File: config.mk
export PLATFORM = sky130hd
export DESIGN_NAME = eeprom_slave
export DESIGN_NICKNAME = d
export VERILOG_FILES = /design/src/hdl/eeprom_pkg.sv /design/src/hdl/byte_fifo.sv /design/src/hdl/eeprom_slave.sv
export SDC_FILE = /design/constraint.sdc
export NUM_CORES = 2
export LEC_CHECK = 0
export BUFFER_PORTS_ARGS = -buffer_cell sky130_fd_sc_hd__buf_4
export CAP_MARGIN = 5
export CORE_MARGIN = 3
export CORE_UTILIZATION = 60
export CTS_CLUSTER_DIAMETER = 100
export DETAILED_ROUTE_END_ITERATION = 16
export PLACE_DENSITY = 0.76
export SYNTH_ARGS = -nofsm -noshare
export SYNTH_HDL_FRONTEND = slang
export SYNTH_MEMORY_MAX_BITS = 65536
export SYNTH_SLANG_ARGS = --single-unit
File: constraint.sdc
create_clock -name clk -period 7.08 [get_ports clk]
set_input_delay 0.708 -clock clk [delete_from_list [all_inputs] [get_ports clk]]
set_output_delay 0.708 -clock clk [all_outputs]
set_load 0.01 [all_outputs]
File: src/hdl/eeprom_pkg.sv
// Shared constants and types for the two-wire serial memory slave.
// Assumes a single 100 MHz system clock; bus pins are sampled, not used as clocks.
package eeprom_pkg;
  // Array geometry
  localparam int MEM_BYTES = 512;
  localparam int ADDR_W = 9;
  localparam int BYTE_W = 8;
  localparam int PAGE_BYTES = 16;
  localparam int PAGE_W = 4;
  localparam int FIFO_DEPTH = 16;

  // Address byte layout
  localparam logic [3:0] TYPE_ID = 4'ha;
  localparam int POS_SEL_UPPER = 3;
  localparam int POS_SEL_LOWER = 2;
  localparam int POS_ADDR_MSB = 1;
  localparam int POS_DIR = 0;

  // Bit counter values of the last data bit and of the acknowledge slot
  localparam logic [3:0] BIT_LAST = 4'h7;
  localparam logic [3:0] BIT_ACK = 4'h8;

  // Input synchroniser reset value: {inhibit, upper, lower, data, clock}
  localparam logic [4:0] SYNC_RST = 5'h03;

  // Self-timed write cycle, longest time rounds down
  localparam int CLK_HZ = 100_000_000;
  localparam int T_WR_MS = 5;
  localparam int WR_CYCLES = T_WR_MS * (CLK_HZ / 1000);

  typedef enum logic [2:0] {
    ST_IDLE = 3'b000,
    ST_ADDR = 3'b001,
    ST_WADDR = 3'b010,
    ST_WDATA = 3'b011,
    ST_READ = 3'b100,
    ST_PROG = 3'b101
  } link_state_e;
endpackage : eeprom_pkg

File: src/hdl/byte_fifo.sv
// Small synchronous FIFO with valid/ready on both sides and a flush.
// Assumes one clock; flush drops all content in one cycle.
`timescale 1ns/10ps
module byte_fifo #(
  parameter int WIDTH = 8,
  parameter int DEPTH = 16
) (
  input wire logic clk,
  input wire logic sys_rst,
  input wire logic flush,
  input wire logic in_valid,
  output logic in_ready,
  input wire logic [WIDTH-1:0] in_data,
  output logic out_valid,
  input wire logic out_ready,
  output logic [WIDTH-1:0] out_data
);
  localparam int AW = $clog2(DEPTH);

  logic [WIDTH-1:0] store [DEPTH];
  logic [AW:0] wr_ptr;
  logic [AW:0] rd_ptr;
  logic [AW:0] next_wr_ptr;
  logic [AW:0] next_rd_ptr;
  logic do_push;
  logic do_pop;
  logic [AW:0] level;

  // Full when pointers differ only in the wrap bit
  assign level = wr_ptr - rd_ptr;
  assign in_ready = (level != (AW + 1)'(DEPTH));
  assign out_valid = (wr_ptr != rd_ptr);
  assign out_data = store[rd_ptr[AW-1:0]];
  assign do_push = in_valid && in_ready;
  assign do_pop = out_valid && out_ready;

  // Pointer update; flush beats both strobes
  always_comb begin
    next_wr_ptr = wr_ptr;
    next_rd_ptr = rd_ptr;
    if (flush) begin
      next_wr_ptr = '0;
      next_rd_ptr = '0;
    end else begin
      if (do_push) next_wr_ptr = wr_ptr + 1'b1;
      if (do_pop) next_rd_ptr = rd_ptr + 1'b1;
    end
  end

  always_ff @(posedge clk) begin
    if (sys_rst) begin
      wr_ptr <= '0;
      rd_ptr <= '0;
    end else begin
      wr_ptr <= next_wr_ptr;
      rd_ptr <= next_rd_ptr;
    end
  end

  // Storage carries no reset; only pointers define content
  always_ff @(posedge clk) begin
    if (do_push && !flush) store[wr_ptr[AW-1:0]] <= in_data;
  end
endmodule : byte_fifo

File: src/hdl/eeprom_slave.sv
// Two-wire serial slave with a 512-byte array, page writes and reads.
// Assumes bus pins arrive asynchronously and the bus clock is far below clk.
//
// Overview of operation
// [RULE_01] Array of 512 bytes, each addressable over the serial link.
// [RULE_02] Up to four parts share a bus, each at its own address.
// [RULE_03] Two select inputs must equal address bits three and two.
// [RULE_04] Sample data on clock rise, change driven data on clock fall.
// [RULE_05] Write inhibit high blocks every array write; code only refuses new bytes, already queued bytes are still written.
// [RULE_06] Undriven select and inhibit inputs count as zero; code has no pull-downs and relies on pulls outside the part.
// [RULE_07] Data line is only pulled low or released, never driven high.
// [RULE_08] Master keeps the clock line high while the bus idles.
// [RULE_09] Page writes of up to 16 bytes, shorter writes allowed.
// [RULE_10] Internal programming cycle finishes within 5 ms.
// [RULE_11] Random reads and sequential reads with an incrementing pointer.
// [RULE_12] Works at 100 kHz, 400 kHz and 1 MHz bus clocks.
// [RULE_13] Address byte must carry 1010 in its upper four bits.
// [RULE_14] Bytes travel MSB first, acknowledged on a ninth clock.
// [RULE_15] Data fall with clock high is start, data rise is stop.
// [RULE_16] Array is 32 pages of 16 bytes; page writes wrap in page.
// [RULE_17] Address byte bit zero selects read when one, write when zero.
// [RULE_18] Address byte bit one carries the memory address MSB.
`timescale 1ns/10ps
module eeprom_slave #(
  parameter int WRITE_CYCLES = eeprom_pkg::WR_CYCLES
) (
  input wire logic clk,
  input wire logic sys_rst,
  input wire logic scl,
  input wire logic sda_in,
  output logic sda_out,
  output logic sda_oe,
  input wire logic hw_select_lower,
  input wire logic hw_select_upper,
  input wire logic write_inhibit
);
  localparam int TW = $clog2(WRITE_CYCLES + 1);
  localparam int AW = eeprom_pkg::ADDR_W;
  localparam int BW = eeprom_pkg::BYTE_W;

  // Two-stage synchronisers plus an edge stage for clock and data
  logic [4:0] pins_meta;
  logic [4:0] pins_sync;
  logic [1:0] edge_last;
  logic scl_s;
  logic sda_s;
  logic sel_lower_s;
  logic sel_upper_s;
  logic wp_s;
  logic scl_rise;
  logic scl_fall;
  logic start_det;
  logic stop_det;

  // Undriven select and inhibit pins are pulled low outside, so their reset to zero is safe; clock and data reset high [RULE_06]
  always_ff @(posedge clk) begin
    if (sys_rst) begin
      pins_meta <= eeprom_pkg::SYNC_RST;
      pins_sync <= eeprom_pkg::SYNC_RST;
      edge_last <= eeprom_pkg::SYNC_RST[1:0];
    end else begin
      pins_meta <= {write_inhibit, hw_select_upper, hw_select_lower, sda_in, scl};
      pins_sync <= pins_meta;
      edge_last <= pins_sync[1:0];
    end
  end

  assign scl_s = pins_sync[0];
  assign sda_s = pins_sync[1];
  assign sel_lower_s = pins_sync[2];
  assign sel_upper_s = pins_sync[3];
  assign wp_s = pins_sync[4];

  // Edges seen on the sampled clock; fine for bus rates up to 1 MHz [RULE_12]
  assign scl_rise = scl_s && !edge_last[0];
  assign scl_fall = !scl_s && edge_last[0];
  // Data moving while the clock stays high marks start or stop [RULE_15]
  assign start_det = scl_s && edge_last[0] && !sda_s && edge_last[1];
  assign stop_det = scl_s && edge_last[0] && sda_s && !edge_last[1];

  // Protocol and write engine state
  eeprom_pkg::link_state_e state;
  eeprom_pkg::link_state_e next_state;
  logic [3:0] cnt;
  logic [3:0] next_cnt;
  logic [BW-1:0] rx;
  logic [BW-1:0] next_rx;
  logic [BW-1:0] tx;
  logic [BW-1:0] next_tx;
  logic [AW-1:0] ptr;
  logic [AW-1:0] next_ptr;
  logic [AW-1:0] prog_addr;
  logic [AW-1:0] next_prog_addr;
  logic [TW-1:0] timer;
  logic [TW-1:0] next_timer;
  logic ack;
  logic next_ack;
  logic next_oe;

  // Array, data path FIFO and handshakes
  logic [BW-1:0] mem [eeprom_pkg::MEM_BYTES];
  logic [BW-1:0] rx_byte;
  logic [BW-1:0] fifo_data;
  logic push;
  logic push_ready;
  logic flush;
  logic drain_valid;
  logic drain;
  logic addr_match;

  // Byte completed on the eighth rise, MSB first [RULE_14]
  assign rx_byte = {rx[BW-2:0], sda_s};
  // Type code and both select pins must agree [RULE_02] [RULE_03] [RULE_13]
  assign addr_match = (rx_byte[7:4] == eeprom_pkg::TYPE_ID)
                   && (rx_byte[eeprom_pkg::POS_SEL_UPPER] == sel_upper_s)
                   && (rx_byte[eeprom_pkg::POS_SEL_LOWER] == sel_lower_s);
  // FIFO drains only during the internal cycle, so it really fills
  assign drain = (state == eeprom_pkg::ST_PROG) && drain_valid;

  byte_fifo #(
    .WIDTH(BW),
    .DEPTH(eeprom_pkg::FIFO_DEPTH)
  ) u_page_buf (
    .clk(clk),
    .sys_rst(sys_rst),
    .flush(flush),
    .in_valid(push),
    .in_ready(push_ready),
    .in_data(rx_byte),
    .out_valid(drain_valid),
    .out_ready(drain),
    .out_data(fifo_data)
  );

  // Next-state logic for the whole link engine
  always_comb begin
    next_state = state;
    next_cnt = cnt;
    next_rx = rx;
    next_tx = tx;
    next_ptr = ptr;
    next_prog_addr = prog_addr;
    next_timer = timer;
    next_ack = ack;
    next_oe = sda_oe;
    push = 1'b0;
    flush = 1'b0;
    if (state == eeprom_pkg::ST_PROG) begin
      // Busy: bus ignored, so polling masters see no acknowledge
      next_timer = TW'(timer + 1'b1);
      if (drain_valid) begin
        // Low nibble wraps so a page write stays inside its page [RULE_16]
        next_prog_addr = {prog_addr[AW-1:eeprom_pkg::PAGE_W],
                          prog_addr[eeprom_pkg::PAGE_W-1:0] + 4'h1};
      end else if (timer >= TW'(WRITE_CYCLES - 1)) begin
        next_state = eeprom_pkg::ST_IDLE; // [RULE_10]
        next_ptr = prog_addr;
        next_timer = '0;
      end
    end else if (start_det) begin
      // Repeated start also drops a half-built page [RULE_15]
      next_state = eeprom_pkg::ST_ADDR;
      next_cnt = '0;
      next_oe = 1'b0;
      flush = 1'b1;
    end else if (stop_det) begin
      next_oe = 1'b0;
      next_cnt = '0;
      next_timer = '0;
      if (state == eeprom_pkg::ST_WDATA && drain_valid) begin
        next_state = eeprom_pkg::ST_PROG; // [RULE_09]
      end else begin
        next_state = eeprom_pkg::ST_IDLE;
      end
    end else if (scl_rise && state != eeprom_pkg::ST_IDLE) begin
      if (cnt == eeprom_pkg::BIT_ACK) begin
        // Ninth rise: master answer in read, move on in write [RULE_14]
        next_cnt = '0;
        if (state == eeprom_pkg::ST_READ) begin
          if (sda_s) begin
            next_state = eeprom_pkg::ST_IDLE;
          end else begin
            next_tx = mem[ptr]; // [RULE_11]
            next_ptr = ptr + 9'h001;
          end
        end else if (ack) begin
          case (state)
            eeprom_pkg::ST_ADDR: begin
              if (rx[eeprom_pkg::POS_DIR]) begin
                next_state = eeprom_pkg::ST_READ; // [RULE_17]
                next_tx = mem[ptr]; // [RULE_11]
                next_ptr = ptr + 9'h001;
              end else begin
                next_state = eeprom_pkg::ST_WADDR;
              end
            end
            eeprom_pkg::ST_WADDR: next_state = eeprom_pkg::ST_WDATA;
            default: next_state = state;
          endcase
        end
      end else begin
        // Capture on rising edges only [RULE_04]
        next_rx = rx_byte;
        next_cnt = cnt + 4'h1;
        if (cnt == eeprom_pkg::BIT_LAST) begin
          case (state)
            eeprom_pkg::ST_ADDR: begin
              next_ack = addr_match;
              if (addr_match) begin
                next_ptr[AW-1] = rx_byte[eeprom_pkg::POS_ADDR_MSB]; // [RULE_18]
              end else begin
                next_state = eeprom_pkg::ST_IDLE;
              end
            end
            eeprom_pkg::ST_WADDR: begin
              next_ack = 1'b1;
              next_ptr = {ptr[AW-1], rx_byte}; // [RULE_01]
              next_prog_addr = {ptr[AW-1], rx_byte};
            end
            eeprom_pkg::ST_WDATA: begin
              // Inhibited or full page: byte refused and left unacknowledged
              next_ack = !wp_s && push_ready; // [RULE_05] [RULE_09]
              push = !wp_s && push_ready; // [RULE_05]
            end
            default: next_ack = 1'b0;
          endcase
        end
      end
    end else if (scl_fall && state != eeprom_pkg::ST_IDLE) begin
      // Driven data only moves after a falling edge [RULE_04]
      if (state == eeprom_pkg::ST_READ) begin
        if (cnt == eeprom_pkg::BIT_ACK) begin
          next_oe = 1'b0;
        end else begin
          next_oe = !tx[3'(eeprom_pkg::BIT_LAST - cnt)]; // [RULE_14]
        end
      end else begin
        next_oe = (cnt == eeprom_pkg::BIT_ACK) && ack; // [RULE_14]
      end
    end
  end

  always_ff @(posedge clk) begin
    if (sys_rst) begin
      state <= eeprom_pkg::ST_IDLE;
      cnt <= '0;
      rx <= '0;
      tx <= '0;
      ptr <= '0;
      prog_addr <= '0;
      timer <= '0;
      ack <= 1'b0;
      sda_oe <= 1'b0;
      sda_out <= 1'b0;
    end else begin
      state <= next_state;
      cnt <= next_cnt;
      rx <= next_rx;
      tx <= next_tx;
      ptr <= next_ptr;
      prog_addr <= next_prog_addr;
      timer <= next_timer;
      ack <= next_ack;
      sda_oe <= next_oe;
      sda_out <= 1'b0; // Open drain: the pin level is only ever low [RULE_07]
    end
  end

  // Array write from the page buffer; no reset, contents are nonvolatile
  always_ff @(posedge clk) begin
    if (drain) mem[prog_addr] <= fifo_data; // [RULE_01] [RULE_16]
  end
endmodule : eeprom_slave

Word-level counts from Yosys, hierarchy flattened. Memories as Yosys holds them, arrays and structs flattened. A register that Yosys moved wholly into a read port is not among the register bits. Cells that the tools add are included.

Register bits after elaboration: 83. Latch bits: 0. Bits in writable memories: 4224. ROM bits: 0. Input port bits: 7. Output and inout port bits: 2. Logic and storage cells: 193. Memories: 2.

Add/sub/neg operators: 8. $mul: 0. Divide/modulo/power cells: 0. Order comparisons: 2. Equal/unequal tests: 27. Shift-type cells: 0. Multiplexer cells: 78. Bitwise gates (word level): 4. Reductions and logical operators: 56.

Memory list: mem (depth 512, bits a word 8, rd ports 1, clocked after memory_dff 0, wr ports 1, line eeprom_slave.sv:101) `logic [BW-1:0] mem [eeprom_pkg::MEM_BYTES];`; u_page_buf.store (depth 16, bits a word 8, rd ports 1, clocked after memory_dff 1, wr ports 1, line byte_fifo.sv:20) `logic [WIDTH-1:0] store [DEPTH];`.

Operators with widths (count): $mux W9 (20); $mux W19 (5); $mux W8 (6); $mux W3 (15); $mux W4 (7); $reduce_bool A3 Y1 (8); $mux W1 (22); $add A19 B1 Y19 const B (1); $ge A19 B19 Y1 const B (1); $logic_and A1 B1 Y1 (18); $reduce_and A9 Y1 (2); $reduce_and A7 Y1 (2); $reduce_bool A2 Y1 (7); $reduce_and A12 Y1 (1); $reduce_and A11 Y1 (1); $add A5 B1 Y5 const B (2); $reduce_bool A5 Y1 (2); $add A9 B1 Y9 const B (1); $add A4 B1 Y4 const B (2); $eq A4 B4 Y1 const B (2); $ne A2 B2 Y1 const B (4); $ne A4 B3 Y1 const B (2); $logic_not A1 Y1 (7); $eq A3 B2 Y1 const B (2); other kinds (27) (35).

Longest topological paths before layout.
Depth after elaboration: 14. Mapped depth: 15. Gate-level depth less buffers: 10.

Cells and area by module. From an unflattened synthesis, not the netlist that was laid out.

Cell total of the unflattened synthesis: 8186. Area total of the unflattened synthesis: 168562.9 um^2.

By module, submodules not included: eeprom_slave (times used 1, cells each 7897, area an instance 162747.3 um^2, seq. area each 124459.4 um^2); byte_fifo (times used 1, cells each 289, area an instance 5815.6 um^2, seq. area each 4124.0 um^2).

Worst setup path after synthesis. No wires, ideal clock.

Path type: reg2reg. Start: reg with a tool-made name. End: mem mem[0][0] (netlist name) (data pin). Arrival: 4919 ps. Data required time: 6177 ps. Path slack: 1258 ps. Cell stages (with the launch flop): 5. Buffers on the path: 2. Clock period less this slack: 5822 ps. Cell sequence: dfxtp_1 > clkbuf_1 > buf_1 > mux4_2 > mux4_2.

RTL lines (line): end: declaration (eeprom_slave.sv:101).

Worst setup path in the final report.
Start: reg ptr[1]. End: reg tx[3].

Longest elaborated chain between the ends: 5.

RTL lines: start: declaration (line eeprom_slave.sv:90) `logic [AW-1:0] ptr;`; start signal: assignment (line eeprom_slave.sv:260) `ptr <= next_ptr;`; $mem_v2 Z512 W8 *; $mux W8 (line eeprom_slave.sv:189) `if (rx[eeprom_pkg::POS_DIR]) begin`; $mux W8 (line eeprom_slave.sv:187) `case (state)`; $mux W8 (line eeprom_slave.sv:186) `end else if (ack) begin`; $mux W8 * (line eeprom_slave.sv:179) `if (state == eeprom_pkg::ST_READ) begin`; end signal: assignment (line eeprom_slave.sv:259) `tx <= next_tx;`; end: declaration (line eeprom_slave.sv:88) `logic [BW-1:0] tx;`.

Mark *: on every way between the ends. The rest lies on a longest branch, timed or not. The select of a mux whose other input is x is not followed. A chain may end at the register's enable or synchronous reset.

==> results.md <==
- Area growth syn-to-layout: 10.5%
- Min Tclk post-route: 5910 ps
- Io pins: 9
- Core area: between 0.2 and 0.3 mm2
- Worst endpoint required time: a little under 8000 ps
- Max-Cap Viols: 0
- RSZ-0062 raised after global routing: false
- DR DRC count: 0
- Most frequent cells in the layout: edfxtp_1 (4224), mux4_2 (949), nor2_1 (654), clkbuf_16 (420), mux2i_1 (397)
- Die height: 536 um
- Layout Nets: 8382
- Root Buffer: clkbuf_16
- EDFF count, synth: 4224
- Post-CTS Resized: 0
- YS warnings: 0
- Starting Density: 0.606
- Pwr dens: about 270 mW/mm2
- Final setup fails: 0
- CTS H-tree lvls: 5
- Reg2Reg Setup Slack: 1170 ps
- Static leakage: 55.3 nW
- Gr ovfl total: 0
- Period utilization: 0.835
- Detailed Route WL: 462000 um
- Most common cell after layout, fill and taps aside: edfxtp_1
- CP Capture Type: flip-flop
- CP arrival: 6690 ps
- Setup Skew: 69.6 ps
- Hold_ws: ~380 ps
- Avg Cell Area, Syn: 20.4 um2
- VDD IR-drop max: 0.206 mV
- Top post-synthesis cells by area: edfxtp_1 (75%), mux4_2 (13%), mux2i_1 (2.4%), nor2_1 (1.5%), dfxtp_1 (1.0%)
- CTS tree: built
- First-pass GRT wire length: 657000 um
- Largest fanout on the critical path: 47
- Final HPWL DP: 269000 um
- Met2 WL: 209000 um
- Post-synthesis sequential area ratio: 0.763
- DRT Pass-1 Iters: 9
- Drt via density: 7.20
- Setup_tns: 0 ps
- Utilization after layout: 0.670
- Clk_lat worst skew: 950 ps
- Fin. max-slew vios: 0
- Met1 wire length: about 160000 um
- Area leader, netlist: edfxtp_1
- Hold Path Class: input pin to flip-flop
- Vias in the first global route: 87500
- Largest net degree at the start of global routing: 202
- Flops & latches, synth: between 4000 and 5000
- IO buf count: 7
- Gate Count Post-Synth: 8253
- Pwr Total: between 40 and 50 mW
- CTS clock-pin slew for the worst setup and hold paths: ~70 ps
- Chip width: 536 um
- Starting DRT DRC Count: 15100
- Ys async rst share: 0
- Status: completed
- Drt wl/cell: 37.2 um
- Critical path class: flip-flop to flip-flop
- Synth cell types: 83
- Die ar.: 0.287 mm2
- Mapped Area: about 0.17 mm2
- Cell Rows: between 150 and 200
- Worst-Margin Slew: 1380 ps
- Max Freq: 0.169 GHz
- Most used DFF post-synth: edfxtp_1
- Routability cong.: 0.889
- Critical Path Source Type: flip-flop
- Cts bufs inserted: between 400 and 500
- DR top layer: met5
- Final hold violations: 0
- Initial antenna violation count: 35
- DP Cell Count: ~12000
- Final Non-Filler Cells: about 12000
- Clock sink total: 4311
- Clock Path Buffers: 4
- Slew HR: 0.0539
- GRT Util Overall: 0.322
- Met3 WL post-DR: 69500 um
- Post-route ant nets: 0
- Layout cells sized above 1: 0.214
- Syn Nets: 8277
- Post-synth top area share: 0.753
- CTS hold repair buffers: 5
- Post-CTS Setup Bufs: 0
- Vias post-DR: 89500
## worst max-delay path, stage by stage (launching register included)
cell      delay, ps
dfxtp_4        1080
buf_4           710
buf_4           480
mux4_2          390
nand2_1         120
a21oi_1         100
nor4_1         1110
o21ai_0         630
a211oi_1        930
o31ai_1         120
## flip-flops by register name, summed over array words and instances, names as in the netlist, named ones only
signal,cells
sda_oe,1
state,3
rx,7
u_page_buf.wr_ptr,5
ptr,9
ack,1
timer,19
pins_meta,5
mem,4096
u_page_buf.store,128
prog_addr,9
cnt,4
edge_last,2
pins_sync,5
tx,8
u_page_buf.rd_ptr,5
## cell usage after synthesis, types with 10 or more instances
master	n
buf_2	135
xnor2_1	13
o22ai_1	88
buf_8	14
nand4_1	15
a31oi_1	26
nand2b_1	22
o211ai_1	20
or3_1	10
a211oi_1	62
inv_1	17
ha_1	17
buf_6	49
edfxtp_1	4224
mux2_2	27
nor3_1	36
a2111oi_0	26
mux4_2	957
nand3_1	51
nor2_1	660
nor2b_1	37
a21oi_1	184
a22oi_1	67
o221ai_1	39
clkbuf_1	241
o21ai_0	133
mux2i_1	397
buf_4	47
dfxtp_1	87
a311oi_1	15
buf_1	34
a221oi_1	90
nand3b_1	10
nor4_1	14
and2_1	21
nand2_1	217
nor3b_1	10
## final cells by class
cell class	instances	area (um2)
flip-flops and latches	4311	129000
fillers	16700	91700
multi-input cells	3401	37300
clock buffers	498	10800
well taps	3705	4640
clock inverters	254	2680
repair buffers	213	2060
inverters	18	75.1
diodes	30	75.1
## worst paths after layout
check | from | end | cells after the start
worst max-delay path | ptr[1]$_SDFFE_PP0P_ | tx[3]$_SDFFE_PP0P_ | 9
worst min-delay path | sys_rst | pins_meta[4]$_SDFF_PP0_ | 2
worst max register to register | ptr[1]$_SDFFE_PP0P_ | tx[3]$_SDFFE_PP0P_ | 9
worst min register to register | pins_meta[1]$_SDFF_PP1_ | pins_sync[1]$_SDFF_PP1_ | 1
## metrics by stage
stage / cell area (um2) / setup slack [ps]
final: 186000 / 1170
after global routing: 186000 / 1360
after CTS: 186000 / 1730
after detailed placement: 173000 / 1720
after global placement: 173000 / 1560
after floorplan: 168000 / 1260
## routing by layer
layer / vias up / track usage
met1: 45900 / 0.444
li1: 34400 / -
met5: - / 0.00500
met3: 1426 / 0.105
met4: 26 / 0.155
met2: 7692 / 0.472
## cells by family after synthesis
| group | synth area share |
|---|---|
| multiplexers | 0.154 |
| buffers and inverters | 0.0175 |
| other | 0.0000223 |
| AND/OR/NAND/NOR | 0.0295 |
| flip-flops | 0.763 |
| XOR/XNOR | 0.00104 |
| AO/OA/AOI/OAI | 0.0331 |
| adder cells (fa/ha/maj) | 0.00126 |
## where the power goes
part           leakage [nW]  switching (mW)  internal, mW
Combinational          10.0          0.0194       0.00992
Clock                  6.58            9.51          12.7
Sequential             38.7         0.00278          27.6
Power figures use the tool's default switching activity.
